## src/logic/lsa_pkg.sv

```systemverilog
// Purpose: Shared constants and carriers of the light sensor block
// Assumes: 10 MHz system clock
// Notes:   Register offsets are the serial bus register indices
package lsa_pkg;
	localparam int unsigned CLK_HZ      = 10_000_000;
	localparam int unsigned OSC_FAST_HZ = 655_000;
	localparam int unsigned OSC_SLOW_HZ = OSC_FAST_HZ / 2;
	localparam logic [4:0]  DIV_FAST    = 5'(CLK_HZ / OSC_FAST_HZ);
	localparam logic [4:0]  DIV_SLOW    = 5'(CLK_HZ / OSC_SLOW_HZ);
	localparam logic [6:0]  DEV_ADDR    = 7'h44;

	localparam logic [2:0] REG_CMD  = 3'h0;
	localparam logic [2:0] REG_CTL  = 3'h1;
	localparam logic [2:0] REG_HI   = 3'h2;
	localparam logic [2:0] REG_LO   = 3'h3;
	localparam logic [2:0] REG_RESL = 3'h4;
	localparam logic [2:0] REG_RESH = 3'h5;
	localparam logic [2:0] REG_TMRL = 3'h6;
	localparam logic [2:0] REG_TMRH = 3'h7;

	localparam logic [7:0] CMD_RESET = 8'h00;
	localparam logic [7:0] CTL_RESET = 8'h00;
	localparam logic [7:0] HI_RESET  = 8'hFF;
	localparam logic [7:0] LO_RESET  = 8'h00;

	localparam int CMD_EN  = 7;
	localparam int CMD_PD  = 6;
	localparam int CMD_TIM = 5;
	localparam int MUX_LO  = 2;
	localparam int WID_LO  = 0;
	localparam int CTL_FLG = 5;
	localparam int GAIN_LO = 2;
	localparam int PER_LO  = 0;
	localparam int ADR_SYNC = 7;
	localparam int ADR_CLR  = 6;

	typedef enum logic [1:0] {
		MUX_D1   = 2'h0,
		MUX_D2   = 2'h1,
		MUX_DIFF = 2'h2,
		MUX_NOP  = 2'h3
	} lsa_mux_t;

	typedef struct packed {
		logic       wrEn;
		logic [2:0] addr;
		logic [7:0] data;
		logic       syncCmd;
		logic       clearCmd;
	} lsa_hostwr_t;
endpackage

```

## src/logic/lsa_light_sensor.sv

```systemverilog
// Purpose: Control, integration timing and readout of a light sensor converter
// Assumes: Diode inputs are modulator pulse streams, one pulse per charge packet
// Notes:   Converter oscillator is a tick divided from clk
`timescale 1ns/1ps
module lsa_light_sensor import lsa_pkg::*; (
	input  wire logic        clk,          // System clock, 10 MHz
	input  wire logic        rst,          // Synchronous reset, active high
	input  wire logic        sclIn,        // Serial clock pin
	input  wire logic        sdaIn,        // Serial data pin level
	output logic             sdaOut,       // Serial data drive value
	output logic             sdaOe,        // Serial data pull-low enable
	input  wire logic        diode1Pulse,  // Diode one modulator pulses
	input  wire logic        diode2Pulse,  // Diode two modulator pulses
	output logic             intN,         // Interrupt, active low
	output logic             powerDown,    // Analog power-down request
	output logic [1:0]       diodeSel,     // Photodiode mux setting
	output logic [16:0]      fullScaleSpan // Selected range constant
);
	function automatic logic [16:0] widthCycles(input logic [1:0] w);
		unique case (w)
			2'h0: widthCycles = 17'h10000;
			2'h1: widthCycles = 17'h01000;
			2'h2: widthCycles = 17'h00100;
			default: widthCycles = 17'h00010;
		endcase
	endfunction

	function automatic logic [4:0] persistCycles(input logic [1:0] p);
		unique case (p)
			2'h0: persistCycles = 5'h01;
			2'h1: persistCycles = 5'h04;
			2'h2: persistCycles = 5'h08;
			default: persistCycles = 5'h10;
		endcase
	endfunction

	function automatic logic [16:0] spanOf(input logic [1:0] g);
		unique case (g)
			2'h0: spanOf = 17'd973;
			2'h1: spanOf = 17'd3892;
			2'h2: spanOf = 17'd15568;
			default: spanOf = 17'd62272;
		endcase
	endfunction

	logic [3:0]  pins;
	logic        d1D_q;
	logic        d2D_q;
	lsa_hostwr_t hostWr;
	logic [2:0]  rdAddr;
	logic [7:0]  rdData_q;

	logic [7:0]  cmd_q;
	logic [7:0]  ctl_q;
	logic [7:0]  hiThr_q;
	logic [7:0]  loThr_q;
	logic        intFlag_q;
	logic [4:0]  divCnt_q;
	logic [16:0] oscCnt_q;
	logic [15:0] timer_q;
	logic [15:0] tmrCap_q;
	logic [15:0] pulseCnt_q;
	logic [15:0] firstCnt_q;
	logic        phase_q;
	logic [15:0] result_q;
	logic        evalNow_q;
	logic [4:0]  persist_q;

	lsa_sync2 #(.W(4)) u_sync (
		.clk  (clk),
		.rst  (rst),
		.din  ({sclIn, sdaIn, diode1Pulse, diode2Pulse}),
		.idle (4'hC),
		.dout (pins)
	);

	lsa_twowire_slave u_slave (
		.clk    (clk),
		.rst    (rst),
		.scl    (pins[3]),
		.sda    (pins[2]),
		.sdaOe  (sdaOe),
		.hostWr (hostWr),
		.rdAddr (rdAddr),
		.rdData (rdData_q)
	);

	wire       coreRun  = cmd_q[CMD_EN] & ~cmd_q[CMD_PD];
	wire       extMode  = cmd_q[CMD_TIM];
	wire [1:0] muxMode  = cmd_q[MUX_LO +: 2];
	wire [1:0] gain     = ctl_q[GAIN_LO +: 2];
	wire [16:0] target  = widthCycles(cmd_q[WID_LO +: 2]);
	wire [4:0] divLimit = gain[1] ? DIV_FAST - 5'h1 : DIV_SLOW - 5'h1;
	wire       oscTick  = coreRun && divCnt_q >= divLimit;
	wire       d1Edge   = pins[1] & ~d1D_q;
	wire       d2Edge   = pins[0] & ~d2D_q;
	wire       clearCmd = hostWr.clearCmd;

	// Internal timing ends on the cycle count, external on the host sync strobe
	wire endInteg = coreRun && muxMode != MUX_NOP &&
		(extMode ? hostWr.syncCmd : (oscTick && oscCnt_q >= target - 17'h1));

	wire [15:0] satMax = extMode ? 16'hFFFF : 16'(target - 17'h1);
	wire useD2 = muxMode == MUX_D2 || (muxMode == MUX_DIFF && phase_q);
	wire diodeHit = useD2 ? d2Edge : d1Edge;
	wire [16:0] diffWide = {1'b0, firstCnt_q} - {1'b0, pulseCnt_q};

	wire [15:0] hiFull = {hiThr_q, 8'h00};
	wire [15:0] loFull = {loThr_q, 8'h00};
	wire outside = result_q > hiFull || result_q < loFull;
	wire [4:0] persistM = persistCycles(ctl_q[PER_LO +: 2]);
	wire setFlag = evalNow_q && outside && persist_q >= persistM - 5'h1;

	always_ff @(posedge clk) begin
		if (rst) begin
			d1D_q <= 1'b0;
			d2D_q <= 1'b0;
		end else begin
			d1D_q <= pins[1];
			d2D_q <= pins[0];
		end
	end

	always_ff @(posedge clk) begin
		if (rst) begin
			cmd_q   <= CMD_RESET;
			ctl_q   <= CTL_RESET;
			hiThr_q <= HI_RESET;
			loThr_q <= LO_RESET;
		end else if (hostWr.wrEn) begin
			unique case (hostWr.addr)
				REG_CMD: cmd_q   <= hostWr.data;
				REG_CTL: ctl_q   <= hostWr.data;
				REG_HI:  hiThr_q <= hostWr.data;
				REG_LO:  loThr_q <= hostWr.data;
				default: begin
				end
			endcase
		end
	end

	always_ff @(posedge clk) begin
		if (rst) begin
			rdData_q <= 8'h00;
		end else begin
			unique case (rdAddr)
				REG_CMD:  rdData_q <= cmd_q;
				REG_CTL:  rdData_q <= {ctl_q[7:6], intFlag_q, ctl_q[4:0]};
				REG_HI:   rdData_q <= hiThr_q;
				REG_LO:   rdData_q <= loThr_q;
				REG_RESL: rdData_q <= result_q[7:0];
				REG_RESH: rdData_q <= result_q[15:8];
				REG_TMRL: rdData_q <= tmrCap_q[7:0];
				default:  rdData_q <= tmrCap_q[15:8];
			endcase
		end
	end

	// Divider restarts when the core is held, so ticks never leak out of reset
	always_ff @(posedge clk) begin
		if (rst || !coreRun) begin
			divCnt_q <= 5'h00;
		end else if (divCnt_q >= divLimit) begin
			divCnt_q <= 5'h00;
		end else begin
			divCnt_q <= divCnt_q + 5'h01;
		end
	end

	always_ff @(posedge clk) begin
		if (rst || !coreRun || endInteg) begin
			oscCnt_q <= 17'h00000;
			timer_q  <= 16'h0000;
		end else if (oscTick) begin
			if (oscCnt_q != 17'h1FFFF) begin
				oscCnt_q <= oscCnt_q + 17'h00001;
			end
			if (timer_q != 16'hFFFF) begin
				timer_q <= timer_q + 16'h0001;
			end
		end
	end

	// In internal timing the capture only mirrors the cycle count, of no use to software
	always_ff @(posedge clk) begin
		if (rst) begin
			tmrCap_q <= 16'h0000;
		end else if (endInteg) begin
			tmrCap_q <= timer_q;
		end
	end

	always_ff @(posedge clk) begin
		if (rst || !coreRun || endInteg) begin
			pulseCnt_q <= 16'h0000;
		end else if (muxMode != MUX_NOP && diodeHit && pulseCnt_q < satMax) begin
			pulseCnt_q <= pulseCnt_q + 16'h0001;
		end
	end

	always_ff @(posedge clk) begin
		if (rst) begin
			phase_q    <= 1'b0;
			firstCnt_q <= 16'h0000;
			result_q   <= 16'h0000;
			evalNow_q  <= 1'b0;
		end else begin
			evalNow_q <= 1'b0;
			if (!coreRun) begin
				phase_q <= 1'b0;
			end else if (endInteg) begin
				if (muxMode == MUX_DIFF && !phase_q) begin
					firstCnt_q <= pulseCnt_q;
					phase_q    <= 1'b1;
				end else begin
					// Halving keeps the signed difference within n-1 magnitude bits
					result_q  <= muxMode == MUX_DIFF ? diffWide[16:1] : pulseCnt_q;
					phase_q   <= 1'b0;
					evalNow_q <= 1'b1;
				end
			end
		end
	end

	always_ff @(posedge clk) begin
		if (rst || !coreRun) begin
			persist_q <= 5'h00;
		end else if (evalNow_q) begin
			if (!outside) begin
				persist_q <= 5'h00;
			end else if (persist_q != 5'h1F) begin
				persist_q <= persist_q + 5'h01;
			end
		end
	end

	// A trigger in the same cycle as a clear wins, so no event is lost
	always_ff @(posedge clk) begin
		if (rst) begin
			intFlag_q <= 1'b0;
			intN      <= 1'b1;
		end else begin
			intFlag_q <= setFlag | (intFlag_q & ~clearCmd);
			intN      <= ~(setFlag | (intFlag_q & ~clearCmd));
		end
	end

	always_ff @(posedge clk) begin
		if (rst) begin
			sdaOut        <= 1'b0;
			powerDown     <= 1'b0;
			diodeSel      <= 2'h0;
			fullScaleSpan <= 17'd973;
		end else begin
			powerDown     <= cmd_q[CMD_PD];
			diodeSel      <= useD2 ? MUX_D2 : MUX_D1;
			fullScaleSpan <= spanOf(gain);
		end
	end
endmodule

```

## src/logic/lsa_sync2.sv

```systemverilog
// Purpose: Two-flop synchroniser for pin inputs
// Assumes: Inputs are levels from outside the clock domain
// Notes:   Only the second stage leaves this module
`timescale 1ns/1ps
module lsa_sync2 import lsa_pkg::*; #(
	parameter int W = 4
) (
	input  wire logic         clk,   // System clock
	input  wire logic         rst,   // Synchronous reset
	input  wire logic [W-1:0] din,   // Asynchronous levels
	input  wire logic [W-1:0] idle,  // Value held in reset
	output logic      [W-1:0] dout   // Synchronised levels
);
	logic [W-1:0] meta_q;

	always_ff @(posedge clk) begin
		if (rst) begin
			meta_q <= idle;
			dout   <= idle;
		end else begin
			meta_q <= din;
			dout   <= meta_q;
		end
	end
endmodule

```

## src/logic/lsa_twowire_slave.sv

```systemverilog
// Purpose: Two-wire serial slave giving access to eight registers
// Assumes: Line levels already synchronised; clock line far slower than clk
// Notes:   Pointer byte bits 7 and 6 are command strobes, bits 2:0 index
`timescale 1ns/1ps
module lsa_twowire_slave import lsa_pkg::*; (
	input  wire logic       clk,     // System clock
	input  wire logic       rst,     // Synchronous reset
	input  wire logic       scl,     // Synchronised clock line
	input  wire logic       sda,     // Synchronised data line
	output logic            sdaOe,   // High while pulling data low
	output lsa_hostwr_t     hostWr,  // Write and command pulses
	output logic [2:0]      rdAddr,  // Register being read
	input  wire logic [7:0] rdData   // Read value of rdAddr
);
	typedef enum logic [3:0] {
		ST_IDLE  = 4'h0,
		ST_ADDR  = 4'h1,
		ST_ACKA  = 4'h3,
		ST_PTR   = 4'h2,
		ST_ACKP  = 4'h6,
		ST_WDATA = 4'h7,
		ST_ACKW  = 4'h5,
		ST_RDATA = 4'h4,
		ST_RACK  = 4'hC
	} lsa_slv_t;

	lsa_slv_t   state_q;
	logic       sclD_q;
	logic       sdaD_q;
	logic [7:0] shift_q;
	logic [7:0] tx_q;
	logic [3:0] bitCnt_q;
	logic       rw_q;
	logic       nack_q;

	wire sclRise = scl & ~sclD_q;
	wire sclFall = ~scl & sclD_q;
	wire start   = scl & sclD_q & sdaD_q & ~sda;
	wire stop    = scl & sclD_q & ~sdaD_q & sda;

	always_ff @(posedge clk) begin
		if (rst) begin
			sclD_q <= 1'b1;
			sdaD_q <= 1'b1;
		end else begin
			sclD_q <= scl;
			sdaD_q <= sda;
		end
	end

	always_ff @(posedge clk) begin
		if (rst) begin
			state_q  <= ST_IDLE;
			sdaOe    <= 1'b0;
			hostWr   <= '0;
			rdAddr   <= 3'h0;
			shift_q  <= 8'h00;
			tx_q     <= 8'h00;
			bitCnt_q <= 4'h0;
			rw_q     <= 1'b0;
			nack_q   <= 1'b0;
		end else begin
			hostWr <= '0;
			if (start) begin
				state_q  <= ST_ADDR;
				bitCnt_q <= 4'h0;
				sdaOe    <= 1'b0;
			end else if (stop) begin
				state_q <= ST_IDLE;
				sdaOe   <= 1'b0;
			end else if (sclRise) begin
				if (state_q == ST_ADDR || state_q == ST_PTR || state_q == ST_WDATA) begin
					shift_q  <= {shift_q[6:0], sda};
					bitCnt_q <= bitCnt_q + 4'h1;
				end
				if (state_q == ST_RACK) begin
					nack_q <= sda;
					// Advance early so the next byte is ready by the falling edge
					if (!sda) begin
						rdAddr <= rdAddr + 3'h1;
					end
				end
			end else if (sclFall) begin
				unique case (state_q)
					ST_IDLE: begin
					end
					ST_ADDR: begin
						if (bitCnt_q == 4'h8) begin
							if (shift_q[7:1] == DEV_ADDR) begin
								rw_q    <= shift_q[0];
								sdaOe   <= 1'b1;
								state_q <= ST_ACKA;
							end else begin
								state_q <= ST_IDLE;
							end
						end
					end
					ST_ACKA: begin
						if (rw_q) begin
							tx_q     <= rdData;
							sdaOe    <= ~rdData[7];
							bitCnt_q <= 4'h1;
							state_q  <= ST_RDATA;
						end else begin
							sdaOe    <= 1'b0;
							bitCnt_q <= 4'h0;
							state_q  <= ST_PTR;
						end
					end
					ST_PTR: begin
						if (bitCnt_q == 4'h8) begin
							rdAddr          <= shift_q[2:0];
							hostWr.syncCmd  <= shift_q[ADR_SYNC];
							hostWr.clearCmd <= shift_q[ADR_CLR];
							sdaOe           <= 1'b1;
							state_q         <= ST_ACKP;
						end
					end
					ST_ACKP, ST_ACKW: begin
						if (state_q == ST_ACKW) begin
							rdAddr <= rdAddr + 3'h1;
						end
						sdaOe    <= 1'b0;
						bitCnt_q <= 4'h0;
						state_q  <= ST_WDATA;
					end
					ST_WDATA: begin
						if (bitCnt_q == 4'h8) begin
							hostWr.wrEn <= 1'b1;
							hostWr.addr <= rdAddr;
							hostWr.data <= shift_q;
							sdaOe       <= 1'b1;
							state_q     <= ST_ACKW;
						end
					end
					ST_RDATA: begin
						if (bitCnt_q == 4'h8) begin
							sdaOe   <= 1'b0;
							state_q <= ST_RACK;
						end else begin
							sdaOe    <= ~tx_q[3'(4'h7 - bitCnt_q)];
							bitCnt_q <= bitCnt_q + 4'h1;
						end
					end
					ST_RACK: begin
						if (nack_q) begin
							state_q <= ST_IDLE;
						end else begin
							tx_q     <= rdData;
							sdaOe    <= ~rdData[7];
							bitCnt_q <= 4'h1;
							state_q  <= ST_RDATA;
						end
					end
					default: begin
						state_q <= ST_IDLE;
						sdaOe   <= 1'b0;
					end
				endcase
			end
		end
	end
endmodule

```

## config.mk

```make
export PLATFORM = sky130hd
export DESIGN_NAME = lsa_light_sensor
export DESIGN_NICKNAME = d
export VERILOG_FILES = /design/src/logic/lsa_pkg.sv /design/src/logic/lsa_light_sensor.sv /design/src/logic/lsa_sync2.sv /design/src/logic/lsa_twowire_slave.sv
export SDC_FILE = /design/constraint.sdc
export NUM_CORES = 1
export LEC_CHECK = 0
export ABC_AREA = 1
export BUFFER_PORTS_ARGS = -buffer_cell sky130_fd_sc_hd__buf_2
export CORE_ASPECT_RATIO = 0.5
export CORE_MARGIN = 2
export CORE_UTILIZATION = 30
export CTS_CLUSTER_DIAMETER = 80
export DETAILED_ROUTE_END_ITERATION = 12
export HOLD_SLACK_MARGIN = 0.05
export PLACE_DENSITY_LB_ADDON = 0.15
export SLEW_MARGIN = 20
export SYNTH_ARGS = -nofsm -noshare
export SYNTH_HDL_FRONTEND = slang
export SYNTH_HIERARCHICAL = 1
export SYNTH_SLANG_ARGS = --single-unit
```

## constraint.sdc

```tcl
create_clock -name clk -period 3.19 [get_ports clk]
set_input_delay 0.1595 -clock clk [delete_from_list [all_inputs] [get_ports clk]]
set_output_delay 0.1595 -clock clk [all_outputs]
set_load 0.01 [all_outputs]
```

* Yosys cells after proc, flatten, opt, wreduce, memory -nomap -nowiden *
Index checks and enable logic that the tools add are counted.

word-level totals
  bits in registers = 227
  input port bits = 6
  word-level logic and storage cells = 255

operators by class
  add/sub/neg operators = 11
  magnitude comparators = 7
  equality and inequality tests = 53
  mux-type cells = 53
  bitwise operators = 34
  reduce and logical (&&, ||, !) cells = 57

operators with widths
  kind                   count
  $pmux 8 s7             1
  $pmux 17 s3            1
  $pmux 16 s3            1
  $mux 4                 9
  $reduce_and 7->1       5
  $add 16x1->16 const B  2
  $lt 16x16->1           2
  $mux 16                2
  $pmux 4 s8             1
  $mux 3                 8
  $not 1->1              22
  $ne 2x2->1 const B     9
  $add 17x1->17 const B  1
  $ge 17x17->1           1
  $mux 1                 17
  $ne 17x17->1 const B   1
  $sub 16x16->17         1
  $sub 17x1->17 const B  1
  $eq 4x3->1 const B     4
  $gt 16x16->1           1
  $mux 8                 2
  $ne 16x16->1 const B   1
  $pmux 4 s4             1
  $pmux 8 s2             1
  50 further kinds       120

* Depth between registers and ports, before layout *
Gate-level depths: netlist (run 1).

  depth after elaboration = 9
  gate-level depth with buffers = 19
  gate-level depth less buffers = 17

* Hierarchy *
The synthesis (run 1) kept the hierarchy.

by module, submodules not included
  module             instances  cells an instance  area an instance (µm²)  seq. area each (µm²)
  lsa_light_sensor   1          1350               9409.0                  3263.1
  lsa_twowire_slave  1          340                2339.7                  920.9
  lsa_sync2          1          29                 239.0                   160.2

* Least setup slack after synthesis (run 1) *
OpenSTA, ideal clock, no wires.

  path type = reg-to-reg
  start = reg cmd_q[1]
  end = reg tmrCap_q[6]
  arrival time = 2.110 ns
  path slack = 0.965 ns
  stages on the path, launching flop included = 18
  buffers on the path = 2
  cells stage by stage = dfxtp_1 inv_1 nand2_1 ha_1 a21oi_1 nor2_1 nor3_1 nand2_1 nor2_1 nand2_1 nand2_2 nand2_4 nand2_2 buf_6 clkinv_4 buf_6 nor2_1 nor2_1

between the ends
  word-level cells in the longest chain between the ends = 7
  elaborated cells between the ends (all ways) = 9
  classes of those cells = add/sub: 1; order compare: 1; eq/ne: 2; mux: 2; reduce/logical: 3

RTL lines
  item                                RTL line                 source
  start, declared                     lsa_light_sensor.sv:53   logic [7:0] cmd_q;
  start signal, assigned              lsa_light_sensor.sv:132  REG_CMD: cmd_q <= hostWr.data;
  $eq 2x2->1 (tied with other cells)  lsa_light_sensor.sv:20   unique case (w)
  $pmux 17 s3 (*)                     lsa_light_sensor.sv:20
  $sub 17x1->17 (*)                   n/a
  $ge 17x17->1 (*)                    lsa_light_sensor.sv:101  (extMode ? hostWr.syncCmd : (oscTick && oscCnt_q >= target - 17'h1));
  $logic_and 1x1->1 (*)               lsa_light_sensor.sv:101
  $mux 1 (*)                          lsa_light_sensor.sv:101
  $logic_and 1x1->1 (*)               lsa_light_sensor.sv:100  wire endInteg = coreRun && muxMode != MUX_NOP &&
  end signal, assigned                lsa_light_sensor.sv:189  tmrCap_q <= timer_q;
  end, declared                       lsa_light_sensor.sv:61   logic [15:0] tmrCap_q;

Every way passes the cells marked *; elsewhere a longest branch is shown, timed or not.
A chain may end at the register's enable or synchronous reset.

* Worst setup path in the final report (run 1) *
  start = reg cmd_q[1]
  end = reg tmrCap_q[4]

The elaborated chain is that of the path after synthesis.

==> flow_summary.toml, run 1 <==
[outcome]
outcome = "complete, no violations"

[pwr]
p_leak_nw = 5.82
net_switching_power_w = 0.00140
power.internal_w = 0.00448
register_share_of_total_power_pct = 47.0
switching_share_pct = 23.8
pwr-share-comb_pct = 4.4
pwr-share-clk_pct = 48.6
power.density_nw_per_um2 = 435
vdd.ir_drop.worst_v = 0.000253

[sta]
fin_skew_ns = 0.0245
slew_headroom_pct = 43.6
setup_tns_ns = 0
post-route-period-util_pct = 84.0
report.final.slew_viol_count = 0
final_period_minus_worst_setup_slack_ns = 2.68
transition_at_the_pin_with_the_smallest_max_transition_slack_ns = 0.846
max_clock_freq_mhz = 373
hold_viol = 0
grt_setup_unrepaired = "no"
timing.final.setup_violations = 0

[worst_hold_path]
min_delay_path_depth = 4
worst_hold_check_path_type = "in2reg"
worst_case_hold_path_end_point = "u_sync/meta_q[1]$_DFF_P_"
hold_start = "diode1Pulse"

[global_routing]
maximum_number_of_pins_on_one_net_before_global_route_repair = 85
gr-total-overflow = 0
antenna_found_initial = 0
grt_pass1_wl_microns = 54900
track_usage_pct = 16.2
first_global_vias = 10100

[route]
routed-wl-met2_microns = 14000
detail_route.wirelength.met1_microns = 17500
drcViolationCount = 0
vias = 10600
drt_first_pass_iters = 5
route.antenna.remaining_nets = 0
wire_length_per_cell_after_detailed_routing_microns = 14.5
routed_via_density = 4.60
route.met3.wl_microns = 1030
detail_route.iter0.violations = 606
top_layer = "met4"
drt-total-wl_microns = 33400

[setup_path]
worst_setup_path_end_kind = "flop"
crit-reg2reg-capture = "tmrCap_q[4]$_SDFFE_PP0P_"
worstRegToRegCells = 16
worst-path-max-fanout = 18
timing.rr.start = "cmd_q[1]$_SDFFE_PP0P_"
timing.critical_path.arrival_ns = 3.11
critPathKind = "reg2reg"
crit_required_ns = 3.63
setup.worst_path.start_class = "flop"
reg2reg_setup_slack_ns = 0.51

[logic_synthesis]
synth_sequential_area_ratio_pct = 36.2
async_flop_share_pct = 0
synth_seq_cells = 217
synth-warning-count = 6
syn_inst = 1719
summed_instance_area_of_the_synthesized_netlist_sq_um = 12000
syn-mean-instance-area_sq_um = 6.97
post_synthesis_cell_type_count = 50
synth_ff_type = "dfxtp_1"
number_of_flops_mapped_to_enable_cells_by_yosys = 0

[flow_run]
timing.max_cap.violations = 0

[clock_network]
clk_path_buf_depth = 3
cts_tree = "done"
cts-buffers-inserted = 24
cts.htree.levels = 1
sink_count_of_the_clock_tree = 217
post-cts-setup-buffers = 0
clk_latency_ns = 0.55
clock_tree.root_cell = "clkbuf_16"
clkTransAtPathRegs_ns = 0.06

[place]
dp_hpwl_microns = 24800
gp_routability_congestion = 0.856
buffer_ports.inserted = 24
placed_cell_area_sq_um = 12600

[floorplan]
dieHeight_microns = 145
placement_rows = 51
ioPinCount = 29
horizontal_die_dimension_microns = 287
design.core.area_sq_um = 39100
initial_utilization_pct = 30.6
dieArea_sq_um = 41700

[layout]
antenna-diode-count = 0
finish.net_count = 1833
fill_cells = 4247
multi_input_comb_area_sq_um = 6470
area.sequential_sq_um = 4340
post_route_cells_drive_above_1_share_pct = 8.16
area.growth.synth_to_final_pct = 12.5
postLayoutCellArea_sq_um = 13500
==> worst max-delay path: stages (launching register included) <==
cell	delay, ns
dfxtp_1	0.53
inv_1	0.21
nand2_1	0.18
ha_1	0.26
a21oi_1	0.15
nor2_1	0.05
nor3_1	0.13
nand2_1	0.07
nor2_1	0.08
nand2_1	0.07
nand2_2	0.07
nand2_4	0.09
nand2_2	0.11
buf_4	0.23
clkinv_4	0.16
nor2_1	0.13
nor2_1	0.05
==> sequential cells by signal, indices dropped and copies added, names as in the netlist, 3 cells and up <==
register and flops:
u_sync/meta_q 4, rdData_q 8, pulseCnt_q 16, u_slave/hostWr 14, firstCnt_q 16, result_q 16, u_slave/bitCnt_q 4, cmd_q 8
loThr_q 8, fullScaleSpan 9, u_slave/tx_q 8, u_sync/dout 4, u_slave/shift_q 8, u_slave/state_q 4, tmrCap_q 16, divCnt_q 5
u_slave/rdAddr 3, oscCnt_q 17, hiThr_q 8, timer_q 16, ctl_q 7, persist_q 5
==> through the flow <==
step	utilization, %	cells	hold WS (ns)	total power [W]	setup WS, ns
6_report	34.5	2294	0.336	0.00587	0.511
2_1_floorplan	-	1726	0.231	0.00300	0.965
5_1_grt	34.5	2294	0.354	0.00612	0.0990
3_3_place_gp	32.3	2246	0.353	0.00308	0.609
4_1_cts	34.5	2294	0.311	0.00597	0.502
3_5_place_dp	32.3	2246	0.352	0.00307	0.515
==> layer usage <==
| metal | track usage, % | vias up |
|---|---|---|
| li1 | - | 5597 |
| met4 | 4.27 | 0 |
| met3 | 2.45 | 49 |
| met5 | 0 | - |
| met1 | 23.7 | 4774 |
| met2 | 24.6 | 142 |
==> cells in the mapped netlist (3+ instances only) <==
master	count	area, sq um
a21oi_1	123	616
a21oi_2	11	96.3
a31oi_1	7	43.8
buf_2	12	60.1
buf_4	14	105
buf_6	6	67.6
clkbuf_1	22	82.6
dfxtp_1	217	4340
ha_1	79	988
inv_1	222	833
inv_2	10	37.5
nand2_1	345	1290
nand2_2	11	68.8
nand2b_1	10	62.6
nand3_1	81	405
nand3_2	4	40.0
nand4_1	22	138
nor2_1	245	920
nor2_2	4	25.0
nor2_4	4	45.0
nor3_1	37	185
nor3b_1	5	37.5
nor4_1	14	87.6
o211ai_1	12	90.1
o21ai_0	93	465
o21ai_1	9	45.0
o21bai_1	9	67.6
o22ai_1	15	93.8
o31ai_1	3	22.5
or2_2	8	50.1
xnor2_1	9	78.8
xor2_1	29	254
==> layout make-up <==
type                            instances  area share, %
Clock buffer                           32           5.05
Timing Repair Buffer                   49           2.38
Sequential cell                       217           32.2
Clock inverter                         11          0.882
Multi-Input combinational cell       1220           48.0
Tap cell                              530           4.92
Inverter                              235           6.58
==> worst max-delay path by stage <==
stage,from,cells after the start,endpoint
after floorplan,cmd_q[1]$_SDFFE_PP0P_,17,tmrCap_q[6]$_SDFFE_PP0P_
after global placement,cmd_q[1]$_SDFFE_PP0P_,16,tmrCap_q[15]$_SDFFE_PP0P_
after detailed placement,cmd_q[1]$_SDFFE_PP0P_,16,tmrCap_q[4]$_SDFFE_PP0P_
after CTS,cmd_q[1]$_SDFFE_PP0P_,16,tmrCap_q[4]$_SDFFE_PP0P_
after global routing,cmd_q[1]$_SDFFE_PP0P_,16,tmrCap_q[6]$_SDFFE_PP0P_
final,cmd_q[1]$_SDFFE_PP0P_,16,tmrCap_q[4]$_SDFFE_PP0P_
==> layout by cell type, fill, tap and decap left out, drive strengths merged, types with 3 or more instances in the layout <==
cell         count
a21oi          134
a31oi            7
buf             44
clkbuf          32
clkinv          11
conb             9
dfxtp          217
dlygate4sd3      5
ha              79
inv            232
nand2          358
nand2b          10
nand3           87
nand4           22
nor2           253
nor3            38
nor3b            5
nor4            14
o211ai          12
o21ai          102
o21bai           9
o22ai           15
o31ai            3
or2             10
xnor2            9
xor2            29
==> kinds of logic (layout without fill, tap and decap cells) <==
family | Yosys count | in the layout | share of synthesized area [%]
AOI/OAI and AO/OA | 293 | 293 | 13.6
other | 2 | 9 | 0.0626
buffers and inverters | 289 | 327 | 10.0
DFF | 217 | 217 | 36.2
adders and majority gates | 80 | 80 | 8.41
xor gates and xnor gates | 38 | 38 | 2.78
and+or+nand+nor | 800 | 800 | 28.9
==> power groups by stage <==
stage / clock network [W] / registers (W) / logic (W)
2_1_floorplan: 0 / 0.00281 / 0.000195
3_3_place_gp: 0 / 0.00282 / 0.000257
3_5_place_dp: 0 / 0.00282 / 0.000255
4_1_cts: 0.00295 / 0.00276 / 0.000261
5_1_grt: 0.00306 / 0.00276 / 0.000294
6_report: 0.00285 / 0.00276 / 0.000259
==> what timing repair did <==
action | CTS | global route
resized for setup | 0 | 0
hold buffers | 5 | 0
endpoints found under the hold margin | 8 | 0
(Power assumes the default switching activity.)
==> inputs of run 2 (changes only) <==
Settings changed: ABC_AREA 1 to 0.
Clock period 3.19 ns to 2.3 ns, I/O delays scaled along.
==> flow_summary.toml, run 2 <==
[floorplan]
ioPinCount = 29
design.core.area_sq_um = 37800
dieArea_sq_um = 40500
placement_rows = 50
dieHeight_microns = 143
initial_utilization_pct = 30.8
horizontal_die_dimension_microns = 283

[sta]
final_period_minus_worst_setup_slack_ns = 2.54
grt_setup_unrepaired = "yes"
timing.final.setup_violations = 98
max_clock_freq_mhz = 393
report.final.slew_viol_count = 0
slew_headroom_pct = 55.8
hold_viol = 0
transition_at_the_pin_with_the_smallest_max_transition_slack_ns = 0.662
setup_tns_ns = -18.27
post-route-period-util_pct = 111
final_critical_path_setup_slack_ns = -0.245
fin_skew_ns = 0.0101

[logic_synthesis]
async_flop_share_pct = 0
post_synthesis_cell_type_count = 91
summed_instance_area_of_the_synthesized_netlist_sq_um = 11700
syn_inst = 1343
syn-mean-instance-area_sq_um = 8.68
synth_seq_cells = 217
synth_sequential_area_ratio_pct = 37.3
number_of_flops_mapped_to_enable_cells_by_yosys = 0
synth_ff_type = "dfxtp_1"
post_synth_main_area_contributors = "dfxtp_1 37%, ha_1 8.5%, nor2_1 5.9%"
yosys.cell_count.top_type = "dfxtp_1"
synthTopCellsByCount = "217 x dfxtp_1, 184 x nor2_1, 111 x nand2_1, 79 x a21oi_1, 79 x ha_1"
synth-warning-count = 6
synth_largest_area_cell = "dfxtp_1"
fraction_of_post_synthesis_cell_area_in_the_top_cell_type_by_area_pct = 37.3

[worst_hold_path]
worst_hold_check_path_type = "in2reg"
hold_start = "sdaIn"

[setup_path]
worstRegToRegCells = 12
critical_path.endpoint = "oscCnt_q[3]$_SDFFE_PP0P_"
crit_required_ns = 2.77
critPathKind = "reg2reg"
crit-reg2reg-capture = "oscCnt_q[3]$_SDFFE_PP0P_"
reg2reg_setup_slack_ns = -0.24
worst_setup_path_end_kind = "flop"
worst_setup_path_startpoint = "cmd_q[1]$_SDFFE_PP0P_"
worst-path-max-fanout = 17
timing.rr.start = "cmd_q[1]$_SDFFE_PP0P_"
timing.critical_path.arrival_ns = 3.02
setup.worst_path.start_class = "flop"

[route]
route.antenna.remaining_nets = 0
detail_route.iter0.violations = 594
routed_via_density = 4.92
wire_length_per_cell_after_detailed_routing_microns = 16.1
vias = 9985
drcViolationCount = 0
drt-total-wl_microns = 32700
drt_first_pass_iters = 5

[clock_network]
cts-buffers-inserted = 24
clkTransAtPathRegs_ns = 0.06
cts.htree.levels = 1
clock_tree.root_cell = "clkbuf_16"
clk_path_buf_depth = 3
sink_count_of_the_clock_tree = 217
clk_latency_ns = 0.53
cts_tree = "done"

[flow_run]
timing.max_cap.violations = 0

[global_routing]
grt-busiest-layer = "met2"
grt_pass1_wl_microns = 52400
track_usage_pct = 16.2
antenna_found_initial = 0
first_global_vias = 9758
groute.layer.met2.usage_pct = 26.8
grtUsageMet3_pct = 2.31
maximum_number_of_pins_on_one_net_before_global_route_repair = 58
gr-total-overflow = 0
met1_usage_pct = 22.4

[outcome]
failed_checks = "setup timing"
outcome = "finished, violations left"

[layout]
final_common_cell = "dfxtp_1"
multi_input_comb_area_sq_um = 7320
finish.net_count = 1577
fill_cells = 3802
post_route_cells_drive_above_1_share_pct = 24.6
area.growth.synth_to_final_pct = 28.3
antenna-diode-count = 0
largest_register_ffs = 17
final_cell_mix = "208 x dfxtp_1, 160 x nor2_1, 138 x buf_4"
area.sequential_sq_um = 4360
registers.top_by_ff_count = "oscCnt_q"
stdcell_count = 2028

[pwr]
power.density_nw_per_um2 = 558
vdd.ir_drop.worst_v = 0.000437
p_leak_nw = 5.98

[place]
post-place-cells = 1962
gp_routability_congestion = 0.889
dp_hpwl_microns = 23600
buffer_ports.inserted = 24
## run 2: what timing repair did
item | CTS | global route
hold buffers | 5 | 0
hold endpoints to repair | 25 | 0
gates cloned | 2 | 1
endpoints found under the setup margin | 100 | 105
resized for setup | 71 | 44
pin swaps | 30 | 12
setup buffers | 10 | 5
## run 2: worst max-delay path, stage by stage, from the launching register on
cell and delay [ns]:
dfxtp_4 0.36, or2_4 0.28, ha_4 0.22, a21o_1 0.15, a21o_1 0.15, a211o_1 0.29, a211oi_2 0.18, buf_4 0.19
buf_12 0.13, buf_12 0.10, o21ai_4 0.12, buf_12 0.21, nor2_1 0.10
## run 2: area by class of cell
| cell class | instances | share of cell area [%] |
|---|---|---|
| repair buffers | 186 | 10.4 |
| inverters | 49 | 1.26 |
| clock buffers | 33 | 4.79 |
| multi-input cells | 1013 | 48.9 |
| clock inverters | 10 | 1.06 |
| well taps | 520 | 4.35 |
| flip-flops and latches | 217 | 29.2 |
## run 2: cell families after synthesis
group | share of synthesized area (%)
flops | 37.3
xor+xnor | 3.83
compound gates | 14.8
buf+inv | 4.91
fa+ha+maj | 8.65
mux | 7.96
simple gates | 22.6
other cells | 0.0644
## run 2: metrics by stage
step | power [W] | utilization, % | cell area (sq um) | hold slack [ns] | worst slack (ns)
global route | 0.00865 | 39.5 | 15000 | 0.325 | -0.354
floorplan | 0.00406 | - | 11900 | 0.258 | -0.151
global placement | 0.00411 | 35.3 | 13400 | 0.344 | -0.388
finish | 0.00834 | 39.5 | 15000 | 0.345 | -0.245
CTS | 0.00845 | 38.9 | 14700 | 0.319 | -0.208
detailed placement | 0.00412 | 35.3 | 13400 | 0.344 | -0.512
## run 2: how the worst min path moves through the flow
stage / endpoint / depth (start not counted)
after floorplan: u_sync/meta_q[0]$_DFF_P_ / 1
after global placement: u_sync/meta_q[0]$_DFF_P_ / 2
after detailed placement: u_sync/meta_q[0]$_DFF_P_ / 2
after CTS: u_sync/meta_q[2]$_DFF_P_ / 3
after global routing: u_sync/meta_q[2]$_DFF_P_ / 3
final: u_sync/meta_q[2]$_DFF_P_ / 3
## run 2: power by group
| part | total [W] | switching (W) | internal, W |
|---|---|---|---|
| registers | 0.00380 | 0.0000244 | 0.00378 |
| logic | 0.000257 | 0.000141 | 0.000116 |
| clock network | 0.00428 | 0.00165 | 0.00263 |
| total | 0.00834 | 0.00182 | 0.00652 |
## run 2: per-layer routing
metal | wire [microns] | vias to the layer above | part of all wire, %
met1 | 16200 | 4794 | 50
met2 | 14700 | 138 | 45
met4 | 638 | 0 | 2.0
met5 | 0 | - | 0
li1 | - | 5016 | -
met3 | 1070 | 37 | 3.3
